[config.mk]
export PLATFORM = sky130hd
export DESIGN_NAME = tmr56_control
export DESIGN_NICKNAME = d
export VERILOG_FILES = /design/src/verilog/tmr56_pkg.sv /design/src/verilog/tmr56_regfile.sv /design/src/verilog/tmr56_prescaler.sv /design/src/verilog/tmr56_control.sv
export VERILOG_INCLUDE_DIRS = /design/src /design/src/verilog
export SDC_FILE = /design/constraint.sdc
export NUM_CORES = 1
export LEC_CHECK = 0
export BUFFER_PORTS_ARGS = -buffer_cell sky130_fd_sc_hd__buf_2
export CAP_MARGIN = 20
export CORE_MARGIN = 10
export CORE_UTILIZATION = 40
export CTS_CLUSTER_SIZE = 30
export DETAILED_ROUTE_END_ITERATION = 8
export SLEW_MARGIN = 20
export SYNTH_ARGS = -nofsm -noshare
export SYNTH_HDL_FRONTEND = slang
export SYNTH_SLANG_ARGS = --single-unit
[constraint.sdc]
create_clock -name clk_i -period 2.4 [get_ports clk_i]
set_clock_uncertainty 0.2 [all_clocks]
set_input_delay 0.24 -clock clk_i [delete_from_list [all_inputs] [get_ports clk_i]]
set_output_delay 0.24 -clock clk_i [all_outputs]
set_load 0.02 [all_outputs]
[src/verilog/tmr56_regs.svh]
// Register offsets, field positions and reset values for the timer control
`ifndef TMR56_REGS_SVH
`define TMR56_REGS_SVH

`define T5_CONTROL_ADDR     6'h20
`define T6_CONTROL_ADDR     6'h21
`define T5_PERIOD_ADDR      6'h22
`define T5_PULSE_ADDR       6'h23
`define T6_PERIOD_ADDR      6'h24
`define T6_PULSE_ADDR       6'h25
`define PRESCALE_ADDR       6'h26
`define STATUS_ADDR         6'h27

`define CTRL_PRESET_BIT     7
`define CTRL_CLOCK_HI       6
`define CTRL_CLOCK_LO       4
`define CTRL_RUN_BIT        3
`define CTRL_MODE_HI        2
`define CTRL_MODE_LO        0

`define CTRL_RESET          8'h00
`define TREG_RESET          8'h00
`define PRESCALE_RESET      8'h00
`define PRESCALER_WIDTH     13

`endif

[src/verilog/tmr56_pkg.sv]
// Types shared by the timer control block
`default_nettype none
package tmr56_pkg;
    typedef enum logic [3:0] {
        MODE5_TIMER   = 4'b0001,
        MODE5_DIVIDER = 4'b0010,
        MODE5_PWM     = 4'b0100,
        MODE5_CASCADE = 4'b1000
    } mode5_e;

    typedef logic [7:0] byte_t;
endpackage : tmr56_pkg
`default_nettype wire

[src/verilog/tmr56_regfile.sv]
// Small memory holding the four 8-bit timer registers
`include "tmr56_regs.svh"
`default_nettype none
module tmr56_regfile
    import tmr56_pkg::*;
#(
    parameter int DEPTH = 4
) (
    input  wire logic                     clk_i,
    input  wire logic                     rst_i,
    input  wire logic                     we_i,
    input  wire logic [$clog2(DEPTH)-1:0] waddr_i,
    input  wire logic [7:0]               wdata_i,
    input  wire logic [$clog2(DEPTH)-1:0] raddr_i,
    output logic      [7:0]               rdata_o,
    output logic      [DEPTH*8-1:0]       all_o
);
    logic [7:0] mem      [DEPTH];
    logic [7:0] next_mem [DEPTH];
    logic [7:0] next_rdata;

    always_comb begin
        for (int i = 0; i < DEPTH; i++) begin
            next_mem[i] = mem[i];
        end
        if (we_i) begin
            next_mem[waddr_i] = wdata_i;
        end
        next_rdata = mem[raddr_i];
    end

    always_ff @(posedge clk_i) begin
        for (int i = 0; i < DEPTH; i++) begin
            mem[i] <= rst_i ? `TREG_RESET : next_mem[i];
        end
        rdata_o <= rst_i ? 8'h00 : next_rdata;
    end

    generate
        for (genvar g = 0; g < DEPTH; g++) begin : g_flat
            assign all_o[g*8 +: 8] = mem[g];
        end
    endgenerate
endmodule : tmr56_regfile
`default_nettype wire

[src/verilog/tmr56_prescaler.sv]
// Free-running prescaler giving one-cycle count enables
`include "tmr56_regs.svh"
`default_nettype none
module tmr56_prescaler
    import tmr56_pkg::*;
#(
    parameter int WIDTH = `PRESCALER_WIDTH
) (
    input  wire logic             clk_i,
    input  wire logic             rst_i,
    output logic      [WIDTH-1:0] tap_o
);
    logic [WIDTH-1:0] count;
    logic [WIDTH-1:0] next_count;

    always_comb begin
        next_count = count + {{(WIDTH-1){1'b0}}, 1'b1};
    end

    always_ff @(posedge clk_i) begin
        count <= rst_i ? '0 : next_count;
    end

    // Tap k pulses once every 2^(k+1) cycles
    always_ff @(posedge clk_i) begin
        tap_o <= rst_i ? '0 : (next_count & ~count);
    end
endmodule : tmr56_prescaler
`default_nettype wire

[src/verilog/tmr56_control.sv]
// Control and configuration of the cascadable 8-bit timers 5 and 6
//
// Contract
// - Unit-5 control: 8 bits at 0x20, reset zero
// - Each unit: control, period, pulse-width registers
// - Clock select picks prescaler tap or pin
// - Mode field: timer, divider, PWM, cascade
// - Cascade clock from unit-5 clock select
// - Cascade run and preset follow unit 6
// - Run 0 halts and clears; 1 starts
`include "tmr56_regs.svh"
`default_nettype none
module tmr56_control
    import tmr56_pkg::*;
(
    input  wire logic        clk_i,
    input  wire logic        rst_i,
    input  wire logic        cyc_i,
    input  wire logic        stb_i,
    input  wire logic        we_i,
    input  wire logic [7:0]  adr_i,
    input  wire logic [3:0]  sel_i,
    input  wire logic [31:0] dat_i,
    output logic      [31:0] dat_o,
    output logic             ack_o,
    input  wire logic        timer5_event_pin_i,
    output logic             count5_en_o,
    output logic             count6_en_o,
    output logic             timer5_running_o,
    output logic             timer6_running_o,
    output logic             counter_clear_o,
    output logic             timer5_flop_o,
    output logic             timer6_flop_o,
    output logic [3:0]       timer5_mode_o,
    output logic             cascade_o,
    output logic [7:0]       timer5_period_o,
    output logic [7:0]       timer5_pulse_width_o,
    output logic [7:0]       timer6_period_o,
    output logic [7:0]       timer6_pulse_width_o
);
    // ------------------------------------------------------------
    // Field decode
    // ------------------------------------------------------------
    function automatic logic [2:0] clock_field(input logic [7:0] c);
        clock_field = c[`CTRL_CLOCK_HI:`CTRL_CLOCK_LO];
    endfunction : clock_field

    function automatic logic [2:0] mode_field(input logic [7:0] c);
        mode_field = c[`CTRL_MODE_HI:`CTRL_MODE_LO];
    endfunction : mode_field

    function automatic byte_t treg_byte(input logic [31:0] all,
                                        input logic [1:0]  idx);
        treg_byte = all[idx*8 +: 8];
    endfunction : treg_byte

    // ------------------------------------------------------------
    // Registers
    // ------------------------------------------------------------
    byte_t       timer5_control;
    byte_t       timer6_control;
    logic        prescaler_halving_select;
    byte_t       next_timer5_control;
    byte_t       next_timer6_control;
    logic        next_halving;
    logic        next_ack;
    logic [31:0] next_dat;
    logic        treg_we;
    logic [1:0]  treg_waddr;
    logic [1:0]  treg_raddr;
    logic [31:0] treg_all;
    logic        is_treg;
    logic        req;
    logic [5:0]  word;

    assign req  = cyc_i && stb_i && !ack_o;
    assign word = adr_i[7:2];

    // ------------------------------------------------------------
    // Bus decode
    // ------------------------------------------------------------
    always_comb begin
        next_timer5_control = timer5_control;
        next_timer6_control = timer6_control;
        next_halving        = prescaler_halving_select;
        next_ack            = req;
        next_dat            = 32'h0000_0000;
        treg_we             = 1'b0;
        treg_waddr          = 2'h0;
        is_treg             = 1'b0;
        if (word == `T5_CONTROL_ADDR) begin
            next_dat = {24'h00_0000, timer5_control};
            if (req && we_i && sel_i[0]) begin
                next_timer5_control = dat_i[7:0];
            end
        end else if (word == `T6_CONTROL_ADDR) begin
            next_dat = {24'h00_0000, timer6_control};
            if (req && we_i && sel_i[0]) begin
                next_timer6_control = dat_i[7:0];
            end
        end else if (word == `T5_PERIOD_ADDR) begin
            is_treg    = 1'b1;
            treg_waddr = 2'h0;
            next_dat   = {24'h00_0000, treg_byte(treg_all, 2'h0)};
        end else if (word == `T5_PULSE_ADDR) begin
            is_treg    = 1'b1;
            treg_waddr = 2'h1;
            next_dat   = {24'h00_0000, treg_byte(treg_all, 2'h1)};
        end else if (word == `T6_PERIOD_ADDR) begin
            is_treg    = 1'b1;
            treg_waddr = 2'h2;
            next_dat   = {24'h00_0000, treg_byte(treg_all, 2'h2)};
        end else if (word == `T6_PULSE_ADDR) begin
            is_treg    = 1'b1;
            treg_waddr = 2'h3;
            next_dat   = {24'h00_0000, treg_byte(treg_all, 2'h3)};
        end else if (word == `PRESCALE_ADDR) begin
            next_dat = {31'h0000_0000, prescaler_halving_select};
            if (req && we_i && sel_i[0]) begin
                next_halving = dat_i[0];
            end
        end else if (word == `STATUS_ADDR) begin
            next_dat = {30'h0000_0000, timer6_running_o,
                        timer5_running_o};
        end else begin
            next_dat = 32'h0000_0000;
        end
        if (is_treg) begin
            treg_we      = req && we_i && sel_i[0];
        end
        if (!req || we_i) begin
            next_dat = 32'h0000_0000;
        end
    end

    assign treg_raddr = treg_waddr;

    always_ff @(posedge clk_i) begin
        if (rst_i) begin
            timer5_control           <= `CTRL_RESET;
            timer6_control           <= `CTRL_RESET;
            prescaler_halving_select <= 1'b0;
            ack_o                    <= 1'b0;
        end else begin
            timer5_control           <= next_timer5_control;
            timer6_control           <= next_timer6_control;
            prescaler_halving_select <= next_halving;
            ack_o                    <= next_ack;
        end
    end

    // ------------------------------------------------------------
    // Read data
    // ------------------------------------------------------------
    // Registered so read data stands with ack only
    always_ff @(posedge clk_i) begin
        dat_o <= rst_i ? 32'h0000_0000 : next_dat;
    end

    // ------------------------------------------------------------
    // Timer register memory
    // ------------------------------------------------------------
    tmr56_regfile #(
        .DEPTH (4)
    ) u_regfile (
        .clk_i   (clk_i),
        .rst_i   (rst_i),
        .we_i    (treg_we),
        .waddr_i (treg_waddr),
        .wdata_i (dat_i[7:0]),
        .raddr_i (treg_raddr),
        .rdata_o (),
        .all_o   (treg_all)
    );

    // ------------------------------------------------------------
    // Source clock selection
    // ------------------------------------------------------------
    logic [`PRESCALER_WIDTH-1:0] tap;
    logic                        pin_q;
    logic                        pin_edge;
    logic                        next_pin_edge;

    tmr56_prescaler #(
        .WIDTH (`PRESCALER_WIDTH)
    ) u_prescaler (
        .clk_i (clk_i),
        .rst_i (rst_i),
        .tap_o (tap)
    );

    // ------------------------------------------------------------
    // Event pin edge
    // ------------------------------------------------------------

    always_comb begin
        next_pin_edge = timer5_event_pin_i && !pin_q;
    end

    always_ff @(posedge clk_i) begin
        pin_q    <= rst_i ? 1'b0 : timer5_event_pin_i;
        pin_edge <= rst_i ? 1'b0 : next_pin_edge;
    end

    // Tap k is fc/2^(k+1); halving adds one more stage
    function automatic logic pick_source(input logic [2:0] sel,
                                         input logic       halve);
        logic [3:0] base;
        base = 4'h0;
        pick_source = 1'b0;
        case (sel)
            3'b000: base = 4'ha;
            3'b001: base = 4'h6;
            3'b010: base = 4'h4;
            3'b011: base = 4'h2;
            default: base = 4'h0;
        endcase
        if (sel == 3'b111) begin
            pick_source = pin_edge;
        end else if (sel[2] == 1'b0) begin
            pick_source = tap[base + {3'h0, halve}];
        end
    endfunction : pick_source

    // ------------------------------------------------------------
    // Mode, run and cascade
    // ------------------------------------------------------------
    logic   cascade;
    logic   run5;
    logic   run6;
    logic   next_clear;
    logic   src5;
    logic   src6;
    mode5_e mode5;

    always_comb begin
        case (mode_field(timer5_control))
            3'b000:  mode5 = MODE5_TIMER;
            3'b001:  mode5 = MODE5_DIVIDER;
            3'b010:  mode5 = MODE5_PWM;
            3'b011:  mode5 = MODE5_CASCADE;
            default: mode5 = MODE5_TIMER;
        endcase
        cascade = (mode5 == MODE5_CASCADE);
        run6    = timer6_control[`CTRL_RUN_BIT];
        run5    = cascade ? run6 : timer5_control[`CTRL_RUN_BIT];
        src5    = pick_source(clock_field(timer5_control),
                              prescaler_halving_select);
        src6    = cascade ? src5
                : pick_source(clock_field(timer6_control),
                              prescaler_halving_select);
        next_clear = (!run5 && timer5_running_o)
                  || (!run6 && timer6_running_o);
    end

    // ------------------------------------------------------------
    // Control outputs
    // ------------------------------------------------------------

    always_ff @(posedge clk_i) begin
        if (rst_i) begin
            count5_en_o          <= 1'b0;
            count6_en_o          <= 1'b0;
            timer5_running_o     <= 1'b0;
            timer6_running_o     <= 1'b0;
            counter_clear_o      <= 1'b0;
            timer5_flop_o        <= 1'b0;
            timer6_flop_o        <= 1'b0;
            timer5_mode_o        <= MODE5_TIMER;
            cascade_o            <= 1'b0;
        end else begin
            count5_en_o      <= run5 && src5;
            count6_en_o      <= run6 && src6;
            timer5_running_o <= run5;
            timer6_running_o <= run6;
            counter_clear_o  <= next_clear;
            timer5_flop_o    <= cascade
                ? timer6_control[`CTRL_PRESET_BIT]
                : timer5_control[`CTRL_PRESET_BIT];
            timer6_flop_o    <= timer6_control[`CTRL_PRESET_BIT];
            timer5_mode_o    <= mode5;
            cascade_o        <= cascade;
        end
    end

    // ------------------------------------------------------------
    // Timer register copies
    // ------------------------------------------------------------
    // Software no hardware lock applied
    always_ff @(posedge clk_i) begin
        timer5_period_o      <= rst_i ? 8'h00 : treg_all[7:0];
        timer5_pulse_width_o <= rst_i ? 8'h00 : treg_all[15:8];
        timer6_period_o      <= rst_i ? 8'h00 : treg_all[23:16];
        timer6_pulse_width_o <= rst_i ? 8'h00 : treg_all[31:24];
    end
endmodule : tmr56_control
`default_nettype wire

==> metrics.yaml <==
place:
  portBuffers: 73
  hpwl_mm: 9.12
  place_congestion: 0.823
cells_and_area:
  drive_above_1_share: 0.208
  synthToLayoutAreaGrowth_pct: 23.7
  num-nets-final: 663
route:
  vias_per_cell: 4.98
  drt_pass1_iterations: 5
  wl_mm: 12.6
  final_antenna_net_count: 0
  dr.first_iter.drc_count: 276
  vias: 3798
  drt_drc_violations_left: 0
  wl_per_cell_um: 16.6
logic_synthesis:
  ys_warn_count: 0
  syn_inst: 513
  syn_area_um2: 4910
  yosys-top-cells-count: "dfxtp_1, o21ai_1, inv_1, mux2i_1, nor2b_1"
  synth_cell_type_count: 40
  synth_ff_type: "dfxtp_1"
  synth_async_sr_flop_share: 0
  ys_ff_latch: 124
  synth_top_area_cell: "dfxtp_1"
  synth_edf_count: 0
  ys_seq_area_frac: 0.505
  synth.most_common_cell: "dfxtp_1"
  synth_top_area_share: 0.505
  synth_area_per_cell_um2: 9.57
  ys_top_cells_by_area: "dfxtp_1, mux2i_1, o21ai_1"
floorplan:
  fp.dieH_um: 131
  placementRows: 40
  coreArea_um2: 12000
  die-area_um2: 17100
  die_w_um: 131
  ios: 127
  initial_core_util: 0.409
power_and_ir_drop:
  swShare: 0.211
  p_total_mw: 4.91
  power_density_nw_per_um2: 807
  intPower_mw: 3.87
  switchingPower_mw: 1.03
  comb_power_share: 0.040
  ir_drop_v: 0.000464
  clockPowerShare: 0.537
  power_frac_seq: 0.423
  p_leak_nw: 2.79
worst_setup_path:
  path_class: "primary input to flop"
  r2r_cells: 4
  crit_fanout: 12
  cp.arrival_ps: 2320
  rr_startpoint: "ack_o"
  rrSetupSlack_ps: 470
  cp.required_ps: 2470
  r2r_end: "u_regfile.mem[0][1]"
  critPathCaptureType: "flop"
  crit_path_start_kind: "primary input"
sta:
  finalHoldViolCount: 0
  fin_crit_sh: 0.935
  drv_slew: 0
  relSlewSlack: 0.464
  fmax_mhz: 446
  tightest_slew_ps: 804
  rsz0062_at_grt: "false"
  finalSetupViolations: 0
  timing.final.crit_period_ps: 2240
  tns_ps: 0
cts:
  clockRootBuffer: "clkbuf_16"
  cts_tree: "done"
  hold_buffers: 10
  clk_path_buf_depth: 2
  post_cts_buffers: 0
  clock_latency_ps: 420
  cts.clk_slew.worst_paths_ps: 60
  cts-htree-levels: 4
  clkSinkCount: 124
  cts_buffers: 17
  cts_resized: 0
global_route:
  grt_start_max_net_pins: 86
  overflow: 0
  grt_pass1_vias: 3926
  grt_usage: 0.154
  grt_pass1_wl_mm: 20.1
  grt_antenna_before_repair: 1
job:
  maxCapViolCount: 0
hold_path:
  worstHoldPathType: "primary input to flop"
  hp-start: "we_i"
  hold_end: "dat_o[7]"
  hold_depth: 4
outcome:
  status: "completed"
## cells by family (layout without fill, tap and decap cells)
family,after synthesis,count (layout),synth area share
and+or+nand+nor,153,153,0.176
AOI/OAI and AO/OA,101,101,0.113
DFF,124,124,0.505
muxes,35,35,0.0841
adders and majority gates,12,12,0.0306
buffers and inverters,87,165,0.0910
other,1,25,0.000764
## flip-flops by register name, summed over array words and instances (netlist names), 4 cells and up
name	flops
timer6_pulse_width_o	8
timer6_control	8
timer5_mode_o	4
timer6_period_o	8
u_regfile.mem	32
timer5_period_o	8
timer5_pulse_width_o	8
dat_o	8
timer5_control	8
u_prescaler.tap_o	9
u_prescaler.count	11
## layout by cell type, fill, tap and decap left out, types with 2 or more instances in the layout
master	instances
buf_2	73
clkbuf_8	4
o21ai_1	46
nor4_1	3
nand4_1	5
and3_1	11
a21oi_1	20
bufinv_16	3
clkinv_4	2
buf_4	17
ha_1	12
o22ai_1	10
nand2b_1	27
nand2_1	13
nand3b_1	3
o2bb2ai_1	3
dfxtp_1	124
nor2_1	26
clkbuf_1	2
nor2b_1	29
o21ai_0	13
mux4_2	5
nand3_1	23
clkbuf_16	17
dlygate4sd3_1	10
inv_1	33
nor3_1	4
clkinvlp_4	3
conb_1	24
a211oi_1	5
mux2i_1	30
## power groups by stage
stage               logic, mW  clock network, mW  registers, mW
floorplan               0.153                  0           2.12
global placement        0.179                  0           2.12
detailed placement      0.181                  0           2.12
CTS                     0.195               2.67           2.07
global route            0.215               2.76           2.07
finish                  0.199               2.63           2.07
## critical path, cell delays in order
cell,delay [ps]
dlygate4sd3_1,560
buf_2,150
nor4b_2,400
buf_4,200
nand2_1,270
a211oi_1,370
o22ai_1,120
## metal layers
layer,wire length (um),track usage,share of wire,vias to the layer above
li1,-,-,-,1886
met1,5690,0.182,0.45,1780
met2,5860,0.247,0.46,116
met3,836,0.0532,0.066,16
met4,255,0.0687,0.020,0
met5,0,0,0,-
## worst max path at each step
stage / end / from / slack [ps]
after floorplan: count6_en_o / prescaler_halving_select / 740
after global placement: dat_o[3] / adr_i[5] / 330
after detailed placement: dat_o[2] / adr_i[5] / 330
after CTS: dat_o[2] / adr_i[5] / 180
after global routing: dat_o[3] / adr_i[5] / 20
final: dat_o[2] / adr_i[5] / 160
## cell type report
| class | instances | area, um2 |
|---|---|---|
| Antenna cell | 1 | 2.50 |
| Clock buffer | 23 | 488 |
| Clock inverter | 9 | 135 |
| Fill cell | 1125 | 5930 |
| Inverter | 33 | 124 |
| Multi-Input combinational cell | 325 | 2070 |
| Sequential cell | 124 | 2480 |
| Tap cell | 147 | 184 |
| Timing Repair Buffer | 100 | 593 |
## metrics by stage
stage | setup WS (ps) | cell area, um2 | utilization | hold slack, ps | instances
final | 156 | 6080 | 0.506 | 26.3 | 762
after global routing | 22.2 | 6080 | 0.506 | 39.7 | 762
after CTS | 184 | 6070 | 0.506 | 14.1 | 761
after detailed placement | 326 | 5350 | 0.446 | 176 | 719
after global placement | 333 | 5350 | 0.446 | 174 | 719
after floorplan | 740 | 5000 | - | 167 | 536
Power figures use the tool's default switching activity.
